**src/logic/led_map.svh**
```systemverilog
// clock rate, timing figures and reset values for the rectifier status block
//
// Operation
// RULE_01: i2c mode: input LED steady when fine, flashing when out of limits.
// RULE_02: i2c: amber steady on thermal warning, flashing on service request.
// RULE_03: thermal alarm: greens on, amber on, red off, only warning pin low.
// RULE_04: input outside limits: input LED flashes, rest off, output-good low.
// RULE_05: non-fatal internal fault: greens on, red on, only fault pin low.
// RULE_06: overload: output LED blinks, input LED on, output-good pulses 1 ms.
// RULE_07: remote standby: input LED on, output LED off, output-good low.
// RULE_08: i2c service request: amber flashes, greens on, alarms released.
// RULE_09: rs485 link lost: red flashes, greens on, output-good released.
// RULE_10: input absent: all LEDs off, output-good low.
// RULE_11: normal: both greens on, amber and red off, all alarms released.
// RULE_12: thermal or boost/ov trip: output LED off, red on, alarms low; a boost/ov trip leaves the warning pin released.
// RULE_13: alarm pins are open-drain, active low, pulled up by the far side.
// RULE_14: warning pin held about ten seconds, then shutdown until recovery.
`ifndef LED_MAP_SVH
`define LED_MAP_SVH

// clock rate in kHz, 250 MHz
`define CLK_KHZ 64'd250000
// warning period before a thermal trip, in ms
`define OTW_HOLD_MS 64'd10000
// half period of a flashing LED, in ms
`define BLINK_HALF_MS 64'd500
// half period of output-good pulsing during overload, in ms
`define PG_PULSE_MS 64'd1
// reset value of every LED and alarm indication
`define IND_RESET 7'h00

`endif

```
**src/logic/led_pkg.sv**
```systemverilog
// types shared by the rectifier status logic
package led_pkg;

    // protocol strap setting
    typedef enum logic [1:0] {
        MODE_ANALOG = 2'h0,
        MODE_I2C = 2'h1,
        MODE_RS485 = 2'h3
    } mode_t;

    // thermal supervision, gray along ok -> warn -> shut
    typedef enum logic [1:0] {
        THERM_OK = 2'h0,
        THERM_WARN = 2'h1,
        THERM_SHUT = 2'h3
    } therm_t;

    // raw conditions reported by the power stage and the controller
    typedef struct packed {
        logic input_present;
        logic input_in_limits;
        logic over_temp;
        logic temp_recovered;
        logic boost_fail;
        logic ov_latched;
        logic overload;
        logic internal_fault;
        logic onoff_off;
        logic i2c_off_cmd;
        logic interlock_off;
        logic rs485_off_cmd;
        logic service_req;
        logic comm_lost;
    } cond_t;

    // resolved front panel and alarm picture; *_act means pin pulled low
    typedef struct packed {
        logic input_ok_led;
        logic output_ok_led;
        logic service_led;
        logic fault_led;
        logic fault_act;
        logic over_temp_warn_act;
        logic output_good_act;
    } ind_t;

endpackage

```
**src/logic/rectifier_alarm_led_status.sv**
```systemverilog
// front panel LED and open-drain alarm logic of the rectifier
`timescale 1ns/10ps
`include "led_map.svh"
module rectifier_alarm_led_status #(
    parameter logic [31:0] OTW_HOLD_CYCLES =
        32'(`OTW_HOLD_MS * `CLK_KHZ),
    parameter logic [31:0] BLINK_HALF_CYCLES =
        32'(`BLINK_HALF_MS * `CLK_KHZ),
    parameter logic [31:0] PG_PULSE_CYCLES =
        32'(`PG_PULSE_MS * `CLK_KHZ)
) (
    input wire logic clk,
    input wire logic reset,
    input wire led_pkg::mode_t mode,
    input wire led_pkg::cond_t cond,
    output logic input_ok_led,
    output logic output_ok_led,
    output logic service_led,
    output logic fault_led,
    input wire logic fault_n_in,
    output logic fault_n_out,
    output logic fault_n_oe,
    input wire logic over_temp_warn_n_in,
    output logic over_temp_warn_n_out,
    output logic over_temp_warn_n_oe,
    input wire logic output_good_n_in,
    output logic output_good_n_out,
    output logic output_good_n_oe,
    output logic thermal_shutdown,
    output led_pkg::therm_t therm_state
);

    led_pkg::therm_t therm_r;
    led_pkg::therm_t therm_nxt;
    logic [31:0] warn_cnt_r;
    logic warn_done;
    logic blink;
    logic pg_pulse;
    logic standby;
    logic i2c_like;
    led_pkg::ind_t ind_nxt;
    led_pkg::ind_t ind_r;

    // slow flash for the LEDs
    toggle_gen #(
        .HALF_CYCLES(BLINK_HALF_CYCLES)
    ) u_blink (
        .clk(clk),
        .reset(reset),
        .wave(blink)
    );

    // 2 ms period square wave used on output-good while overloaded
    toggle_gen #(
        .HALF_CYCLES(PG_PULSE_CYCLES)
    ) u_pg_pulse (
        .clk(clk),
        .reset(reset),
        .wave(pg_pulse)
    );

    // analog and i2c share the same pin set; only rs485 differs
    assign i2c_like = (mode != led_pkg::MODE_RS485);

    // standby source depends on the protocol strap
    always_comb begin
        if (i2c_like) begin
            standby = cond.onoff_off | cond.i2c_off_cmd; // RULE_07
        end else begin
            standby = cond.interlock_off | cond.rs485_off_cmd; // RULE_07
        end
    end

    // the warning window lasts the full hold count before the trip
    assign warn_done = (warn_cnt_r >= OTW_HOLD_CYCLES - 32'h0000_0001);

    // thermal sequence: warn for the hold time, trip, wait for recovery
    always_comb begin
        therm_nxt = therm_r;
        case (therm_r)
            led_pkg::THERM_OK: begin
                if (cond.over_temp) begin
                    therm_nxt = led_pkg::THERM_WARN; // RULE_14
                end
            end
            led_pkg::THERM_WARN: begin
                if (!cond.over_temp) begin
                    therm_nxt = led_pkg::THERM_OK;
                end else if (warn_done) begin
                    therm_nxt = led_pkg::THERM_SHUT; // RULE_14
                end
            end
            led_pkg::THERM_SHUT: begin
                // restart only once the heat sink is back in range
                if (cond.temp_recovered && !cond.over_temp) begin
                    therm_nxt = led_pkg::THERM_OK; // RULE_14
                end
            end
            default: begin
                therm_nxt = led_pkg::THERM_OK;
            end
        endcase
    end

    // thermal state register
    always_ff @(posedge clk) begin
        if (reset) begin
            therm_r <= led_pkg::THERM_OK;
        end else begin
            therm_r <= therm_nxt;
        end
    end

    // warning timer runs only inside the warning window
    always_ff @(posedge clk) begin
        if (reset) begin
            warn_cnt_r <= 32'h0000_0000;
        end else if (therm_r == led_pkg::THERM_WARN) begin
            if (!warn_done) begin
                warn_cnt_r <= warn_cnt_r + 32'h0000_0001; // RULE_14
            end
        end else begin
            warn_cnt_r <= 32'h0000_0000;
        end
    end

    // resolve one picture from the conditions, most severe first.
    // a single priority chain keeps two conditions from fighting over
    // one LED; the cost is that lesser conditions are hidden meanwhile.
    always_comb begin
        // normal operation as the fallback picture
        ind_nxt.input_ok_led = 1'b1; // RULE_11
        ind_nxt.output_ok_led = 1'b1; // RULE_11
        ind_nxt.service_led = 1'b0; // RULE_11
        ind_nxt.fault_led = 1'b0; // RULE_11
        ind_nxt.fault_act = 1'b0; // RULE_11
        ind_nxt.over_temp_warn_act = 1'b0; // RULE_11
        ind_nxt.output_good_act = 1'b0; // RULE_11
        if (!cond.input_present) begin
            // only meaningful while a neighbour supplies back bias
            ind_nxt.input_ok_led = 1'b0; // RULE_10
            ind_nxt.output_ok_led = 1'b0; // RULE_10
            ind_nxt.output_good_act = 1'b1; // RULE_10
        end else if (!cond.input_in_limits) begin
            ind_nxt.input_ok_led = blink; // RULE_01 RULE_04
            ind_nxt.output_ok_led = 1'b0; // RULE_04
            ind_nxt.output_good_act = 1'b1; // RULE_04
        end else if (therm_r == led_pkg::THERM_SHUT) begin
            ind_nxt.output_ok_led = 1'b0; // RULE_12
            ind_nxt.service_led = 1'b1; // RULE_12
            ind_nxt.fault_led = 1'b1; // RULE_12
            ind_nxt.fault_act = 1'b1; // RULE_12
            ind_nxt.over_temp_warn_act = 1'b1; // RULE_12
            ind_nxt.output_good_act = 1'b1; // RULE_12
        end else if (cond.boost_fail || cond.ov_latched) begin
            ind_nxt.output_ok_led = 1'b0; // RULE_12
            ind_nxt.fault_led = 1'b1; // RULE_12
            ind_nxt.fault_act = 1'b1; // RULE_12
            ind_nxt.output_good_act = 1'b1; // RULE_12
        end else if (standby) begin
            ind_nxt.output_ok_led = 1'b0; // RULE_07
            ind_nxt.output_good_act = 1'b1; // RULE_07
        end else if (cond.overload) begin
            // pulled low half of each 2 ms cycle while overloaded
            ind_nxt.output_ok_led = blink; // RULE_06
            ind_nxt.output_good_act = pg_pulse; // RULE_06
        end else if (cond.internal_fault) begin
            ind_nxt.fault_led = 1'b1; // RULE_05
            ind_nxt.fault_act = 1'b1; // RULE_05
        end else if (therm_r == led_pkg::THERM_WARN) begin
            ind_nxt.service_led = 1'b1; // RULE_02 RULE_03
            ind_nxt.over_temp_warn_act = 1'b1; // RULE_03
        end else if (cond.service_req && mode == led_pkg::MODE_I2C) begin
            ind_nxt.service_led = blink; // RULE_02 RULE_08
        end else if (cond.comm_lost && mode == led_pkg::MODE_RS485) begin
            ind_nxt.fault_led = blink; // RULE_09
        end
        // fault and warning pins have no meaning on the rs485 link
        if (!i2c_like) begin
            ind_nxt.fault_act = 1'b0; // RULE_09
            ind_nxt.over_temp_warn_act = 1'b0; // RULE_09
        end
    end

    // indications leave through flip-flops so pins never glitch
    always_ff @(posedge clk) begin
        if (reset) begin
            ind_r <= `IND_RESET;
        end else begin
            ind_r <= ind_nxt;
        end
    end

    // front panel LEDs
    assign input_ok_led = ind_r.input_ok_led;
    assign output_ok_led = ind_r.output_ok_led;
    assign service_led = ind_r.service_led;
    assign fault_led = ind_r.fault_led;

    // open-drain pins only ever sink; the far side pulls them high
    assign fault_n_out = 1'b0; // RULE_13
    assign fault_n_oe = ind_r.fault_act; // RULE_13
    assign over_temp_warn_n_out = 1'b0; // RULE_13
    assign over_temp_warn_n_oe = ind_r.over_temp_warn_act; // RULE_13
    assign output_good_n_out = 1'b0; // RULE_13
    assign output_good_n_oe = ind_r.output_good_act; // RULE_13

    // trip request for the power stage, and state for monitoring
    assign thermal_shutdown = (therm_r == led_pkg::THERM_SHUT); // RULE_14
    assign therm_state = therm_r;

endmodule

```
**src/logic/toggle_gen.sv**
```systemverilog
// free running square wave with a programmable half period
`timescale 1ns/10ps
module toggle_gen #(
    parameter logic [31:0] HALF_CYCLES = 32'h0000_0002
) (
    input wire logic clk,
    input wire logic reset,
    output logic wave
);

    logic [31:0] count_r;
    logic wave_r;

    // count up one half period, then flip
    always_ff @(posedge clk) begin
        if (reset) begin
            count_r <= 32'h0000_0000;
        end else if (count_r >= HALF_CYCLES - 32'h0000_0001) begin
            count_r <= 32'h0000_0000;
        end else begin
            count_r <= count_r + 32'h0000_0001;
        end
    end

    // phase starts low so a fresh flash begins dark after reset
    always_ff @(posedge clk) begin
        if (reset) begin
            wave_r <= 1'b0;
        end else if (count_r >= HALF_CYCLES - 32'h0000_0001) begin
            wave_r <= ~wave_r;
        end
    end

    assign wave = wave_r;

endmodule

```
**config.mk**
```make
export PLATFORM = sky130hd
export DESIGN_NAME = rectifier_alarm_led_status
export DESIGN_NICKNAME = d
export VERILOG_FILES = /design/src/logic/led_pkg.sv /design/src/logic/rectifier_alarm_led_status.sv /design/src/logic/toggle_gen.sv
export VERILOG_INCLUDE_DIRS = /design/src /design/src/logic
export SDC_FILE = /design/constraint.sdc
export NUM_CORES = 1
export LEC_CHECK = 0
export ABC_CLOCK_PERIOD_IN_PS = 2170
export BUFFER_PORTS_ARGS = -buffer_cell sky130_fd_sc_hd__buf_2
export CAP_MARGIN = 20
export CORE_AREA = 2 2 138 73
export DETAILED_ROUTE_END_ITERATION = 12
export DIE_AREA = 0 0 140 75
export PLACE_DENSITY = 0.79
export REMOVE_ABC_BUFFERS = 1
export SLEW_MARGIN = 5
export SYNTH_ARGS = -nofsm -noshare
export SYNTH_HDL_FRONTEND = slang
export SYNTH_SLANG_ARGS = --single-unit
```
**constraint.sdc**
```tcl
create_clock -name clk -period 2.17 [get_ports clk]
set_input_delay 0.434 -clock clk [delete_from_list [all_inputs] [get_ports clk]]
set_output_delay 0.434 -clock clk [all_outputs]
set_load 0.02 [all_outputs]
```
==> flow_summary.html <==
<table>
<tr><th>Metric</th><th>Value</th></tr>
<tr><th colspan="2">Finish</th></tr>
<tr><td>Antenna diodes</td><td>0</td></tr>
<tr><td>Final layout net count</td><td>590</td></tr>
<tr><td>Share of cells above drive strength 1</td><td>0.1384</td></tr>
<tr><td>Finished Core Util</td><td>0.5671</td></tr>
<tr><td>Synthesis-to-layout area growth</td><td>16.56%</td></tr>
<tr><td>Design Area, Final</td><td>0.005233 mm2</td></tr>
<tr><td>Number of fillers in the final layout</td><td>770</td></tr>
<tr><td>Final Non-Filler Cells</td><td>692</td></tr>
<tr><th colspan="2">Detailed routing</th></tr>
<tr><td>First DRT Iteration DRCs</td><td>245</td></tr>
<tr><td>Uppermost routed layer</td><td>met4</td></tr>
<tr><td>Wire length on met2</td><td>4.172 mm</td></tr>
<tr><td>M1 wire length</td><td>4.506 mm</td></tr>
<tr><td>Routed WL</td><td>9.340 mm</td></tr>
<tr><td>Wire length per cell after detailed routing</td><td>13.50 um</td></tr>
<tr><td>Routed length on met3</td><td>543 um</td></tr>
<tr><td>Via density</td><td>5.220</td></tr>
<tr><td>Vias after detailed routing</td><td>3612</td></tr>
<tr><td>Post-route DRC</td><td>0</td></tr>
<tr><td>Pre-antenna DRT Iters</td><td>6</td></tr>
<tr><td>Antenna viol nets, final</td><td>0</td></tr>
<tr><th colspan="2">CTS</th></tr>
<tr><td>Number of buffers between clock root and the deepest sink</td><td>2</td></tr>
<tr><td>Clock root buffer</td><td>sky130_fd_sc_hd__clkbuf_16</td></tr>
<tr><td>Post-CTS clock slew at the launch and capture registers of the worst setup and hold paths</td><td>0.07 ns</td></tr>
<tr><td>Worst skew pair latency</td><td>0.35 ns</td></tr>
<tr><td>Count of clock tree sinks</td><td>107</td></tr>
<tr><td>TritonCTS Buffers</td><td>9</td></tr>
<tr><td>H-tree depth</td><td>3</td></tr>
<tr><td>CTS tree</td><td>built</td></tr>
<tr><td>Hold Buf Count CTS</td><td>0</td></tr>
<tr><th colspan="2">Status</th></tr>
<tr><td>Result of the run</td><td>completed</td></tr>
<tr><th colspan="2">STA</th></tr>
<tr><td>Worst Slack Setup Final</td><td>0.08750 ns</td></tr>
<tr><td>Final-layout setup total negative slack</td><td>0 ns</td></tr>
<tr><td>Final max-slew violation count</td><td>0</td></tr>
<tr><td>Worst slew slack as a fraction of its limit</td><td>0.6379</td></tr>
<tr><td>Worst Clk Skew</td><td>0.009958 ns</td></tr>
<tr><td>Final clock period utilization by the worst path</td><td>0.9597</td></tr>
<tr><td>Hold Vio Cnt, Final</td><td>0</td></tr>
<tr><td>Setup violation total in the final timing report</td><td>0</td></tr>
<tr><td>Achievable clock frequency</td><td>480.2 MHz</td></tr>
<tr><td>Time the final worst path needs with I/O delays and setup</td><td>2.082 ns</td></tr>
<tr><td>RSZ-0062 raised after global routing</td><td>no</td></tr>
<tr><td>Transition at the pin with the smallest max-transition slack</td><td>0.5390 ns</td></tr>
<tr><td>Worst hold slack after final layout</td><td>0.3358 ns</td></tr>
<tr><th colspan="2">Synth</th></tr>
<tr><td>Multiplexer area fraction after synthesis</td><td>0.002508</td></tr>
<tr><td>Number of storage elements in the synthesis netlist</td><td>107</td></tr>
<tr><td>Post-synthesis xor/xnor area fraction</td><td>0.1307</td></tr>
<tr><td>Top cell types by occurrence after synthesis</td><td>sky130_fd_sc_hd__dfxtp_1, sky130_fd_sc_hd__nor2_1, sky130_fd_sc_hd__xnor2_1</td></tr>
<tr><td>Share of the synthesized area in compound gates (AO/OA/AOI/OAI)</td><td>0.05379</td></tr>
<tr><td>Number of distinct library cells after synthesis</td><td>47</td></tr>
<tr><td>Post-synthesis instance area</td><td>0.004489 mm2</td></tr>
<tr><td>Dominant combinational cell family by area after synthesis</td><td>simple AND/OR/NAND/NOR gates</td></tr>
<tr><td>Adder-cell share of the synthesized area</td><td>0.008361</td></tr>
<tr><td>Most used flip-flop cell after synthesis</td><td>sky130_fd_sc_hd__dfxtp_1</td></tr>
<tr><td>Synth Instances</td><td>506</td></tr>
<tr><td>Top area cells in the synthesized netlist</td><td>sky130_fd_sc_hd__dfxtp_1, sky130_fd_sc_hd__xnor2_1, sky130_fd_sc_hd__nor2_1</td></tr>
<tr><td>Yosys Warn Count</td><td>0</td></tr>
<tr><td>Cell with the most instances after synthesis</td><td>sky130_fd_sc_hd__dfxtp_1</td></tr>
<tr><td>Post-synth top area cell</td><td>sky130_fd_sc_hd__dfxtp_1</td></tr>
<tr><td>Synth async-reset ratio</td><td>0</td></tr>
<tr><td>Simple-gate share of the synthesized area</td><td>0.2857</td></tr>
<tr><td>Share of the synthesized area in the top cell type</td><td>0.4771</td></tr>
<tr><td>Average instance area after synthesis</td><td>8.872 um2</td></tr>
<tr><td>Number of synthesized flops with an enable pin</td><td>0</td></tr>
<tr><td>Share of the yosys chip area belonging to registers</td><td>0.4771</td></tr>
<tr><th colspan="2">Worst hold path</th></tr>
<tr><td>Worst hold start</td><td>cond[13]</td></tr>
<tr><td>Worst Hold Class</td><td>input pin to flop</td></tr>
<tr><th colspan="2">Critical path</th></tr>
<tr><td>CP required</td><td>2.42 ns</td></tr>
<tr><td>Worst reg2reg path startpoint</td><td>u_blink.count_r[25]</td></tr>
<tr><td>Crit Path Category</td><td>flop to flop</td></tr>
<tr><td>Startpoint Class</td><td>flop</td></tr>
<tr><td>Critical path arrival</td><td>2.33 ns</td></tr>
<tr><td>CP startpoint</td><td>u_blink.count_r[25]</td></tr>
<tr><td>Critical Path Sink Type</td><td>flop</td></tr>
<tr><td>Worst-path fanout max</td><td>13</td></tr>
<tr><th colspan="2">Power</th></tr>
<tr><td>Power density relative to cell area</td><td>698.1 mW/mm2</td></tr>
<tr><td>Highest ir drop seen on vdd</td><td>0.0004379 V</td></tr>
<tr><td>Leak</td><td>1.805 nW</td></tr>
<tr><td>Power after layout</td><td>3.653 mW</td></tr>
<tr><th colspan="2">Placement</th></tr>
<tr><td>Worst Setup Slack post-DPL</td><td>0.01506 ns</td></tr>
<tr><td>Placer's final routability congestion estimate</td><td>0.8422</td></tr>
<tr><td>Dpl hpwl</td><td>6.647 mm</td></tr>
<tr><td>I/O Buffers</td><td>27</td></tr>
<tr><td>Count of placed standard cells including taps</td><td>672</td></tr>
<tr><td>Placed cell areas</td><td>0.004848 mm2</td></tr>
<tr><th colspan="2">Flow run</th></tr>
<tr><td>Total of max-cap violations</td><td>0</td></tr>
<tr><th colspan="2">Floorplanning</th></tr>
<tr><td>Height of the chip</td><td>75 um</td></tr>
<tr><td>Width of the die</td><td>140 um</td></tr>
<tr><td>Standard cell core area</td><td>0.009228 mm2</td></tr>
<tr><td>Die area</td><td>0.01050 mm2</td></tr>
<tr><td>Count of pins on the block boundary</td><td>34</td></tr>
<tr><td>Initial Util</td><td>0.4865</td></tr>
<tr><td>Total number of placement rows</td><td>25</td></tr>
<tr><th colspan="2">GRT</th></tr>
<tr><td>Total Routing Usage GR</td><td>0.1840</td></tr>
<tr><td>Wire length of the first global-routing pass</td><td>15.17 mm</td></tr>
<tr><td>Largest net degree at the start of global routing</td><td>28</td></tr>
<tr><td>Remaining global-route overflow</td><td>0</td></tr>
<tr><td>Via count of the first global-routing pass</td><td>3316</td></tr>
<tr><td>Number of antenna violations at the first check in global routing</td><td>0</td></tr>
</table>
## state kept, by name, summed over array words and instances, names as in the netlist, 2 cells and up
signal / flops
therm_state: 2
u_blink.count_r: 32
u_pg_pulse.count_r: 32
warn_cnt_r: 32
## logic make-up after synthesis
family          after synthesis
fa+ha+maj                     3
compound gates               39
xor+xnor                     67
flops                       107
simple gates                256
buf+inv                      32
mux                           1
other cells                   1
## placed cells by master, fill, tap and decap left out, types with 2 or more instances in the layout
cell type | netlist | layout
sky130_fd_sc_hd__nor2_1 | 97 | 97
sky130_fd_sc_hd__nand2b_1 | 3 | 3
sky130_fd_sc_hd__nand3_1 | 30 | 30
sky130_fd_sc_hd__or4_1 | 4 | 4
sky130_fd_sc_hd__a21oi_1 | 16 | 16
sky130_fd_sc_hd__clkbuf_16 | 0 | 10
sky130_fd_sc_hd__nor4b_1 | 3 | 3
sky130_fd_sc_hd__o21ai_0 | 11 | 10
sky130_fd_sc_hd__buf_4 | 3 | 17
sky130_fd_sc_hd__or2_4 | 0 | 3
sky130_fd_sc_hd__nand2_1 | 27 | 27
sky130_fd_sc_hd__inv_1 | 14 | 14
sky130_fd_sc_hd__conb_1 | 1 | 22
sky130_fd_sc_hd__a311o_1 | 2 | 2
sky130_fd_sc_hd__nor3_2 | 0 | 4
sky130_fd_sc_hd__nor4_1 | 19 | 18
sky130_fd_sc_hd__nand4_1 | 14 | 14
sky130_fd_sc_hd__or3_1 | 5 | 5
sky130_fd_sc_hd__a31oi_1 | 2 | 2
sky130_fd_sc_hd__dfxtp_1 | 107 | 107
sky130_fd_sc_hd__nor3b_1 | 4 | 4
sky130_fd_sc_hd__xor2_1 | 18 | 18
sky130_fd_sc_hd__ha_1 | 3 | 3
sky130_fd_sc_hd__and3_1 | 18 | 18
sky130_fd_sc_hd__clkinv_4 | 0 | 2
sky130_fd_sc_hd__nor3_1 | 18 | 14
sky130_fd_sc_hd__xnor2_1 | 49 | 49
sky130_fd_sc_hd__nor2b_1 | 4 | 4
sky130_fd_sc_hd__buf_2 | 3 | 27
## worst paths after layout
path,endpoint,slack [ns],cells after the start
worst min-delay path,output_good_n_oe,0.34,2
worst min register to register,u_blink.count_r[0],0.48,1
worst max-delay path,u_blink.count_r[5],0.09,7
worst max register to register,u_blink.count_r[5],0.09,7
## cell type report
cell class	count	area (um2)	area share
inverters	14	52.55	0.01004
well taps	121	151.4	0.02893
clock buffers	11	242.7	0.04639
repair buffers	46	307.8	0.05882
flip-flops and latches	107	2142	0.4094
clock inverters	5	45.04	0.008608
multi-input cells	388	2291	0.4378
## layer usage
metal	vias up	global-route usage
met5	-	0
li1	1831	-
met1	1702	0.2397
met4	0	0.05724
met3	13	0.05280
met2	66	0.3049
## worst max-delay path, cell delays in order (launching register included)
cell and delay (ns):
sky130_fd_sc_hd__dfxtp_1 0.37, sky130_fd_sc_hd__nand3_1 0.12, sky130_fd_sc_hd__or4_1 0.49, sky130_fd_sc_hd__or4_1 0.42
sky130_fd_sc_hd__o21bai_2 0.18, sky130_fd_sc_hd__or2_4 0.19, sky130_fd_sc_hd__clkbuf_16 0.17, sky130_fd_sc_hd__nor2_1 0.05
## where the power goes
group	switching, mW	leakage (nW)	internal (mW)
clock network	0.743	0.138	0.827
registers	0.0129	0.871	1.99
logic	0.0488	0.796	0.0323
total	0.804	1.80	2.85
## timing repair
| item | in CTS | in global routing |
|---|---|---|
| setup endpoints to repair | 3 | 55 |
| pin swaps | 0 | 2 |
| buffers inserted | 0 | 3 |
| gates resized for setup | 1 | 11 |
| gates cloned | 0 | 1 |
(Power assumes the default switching activity.)
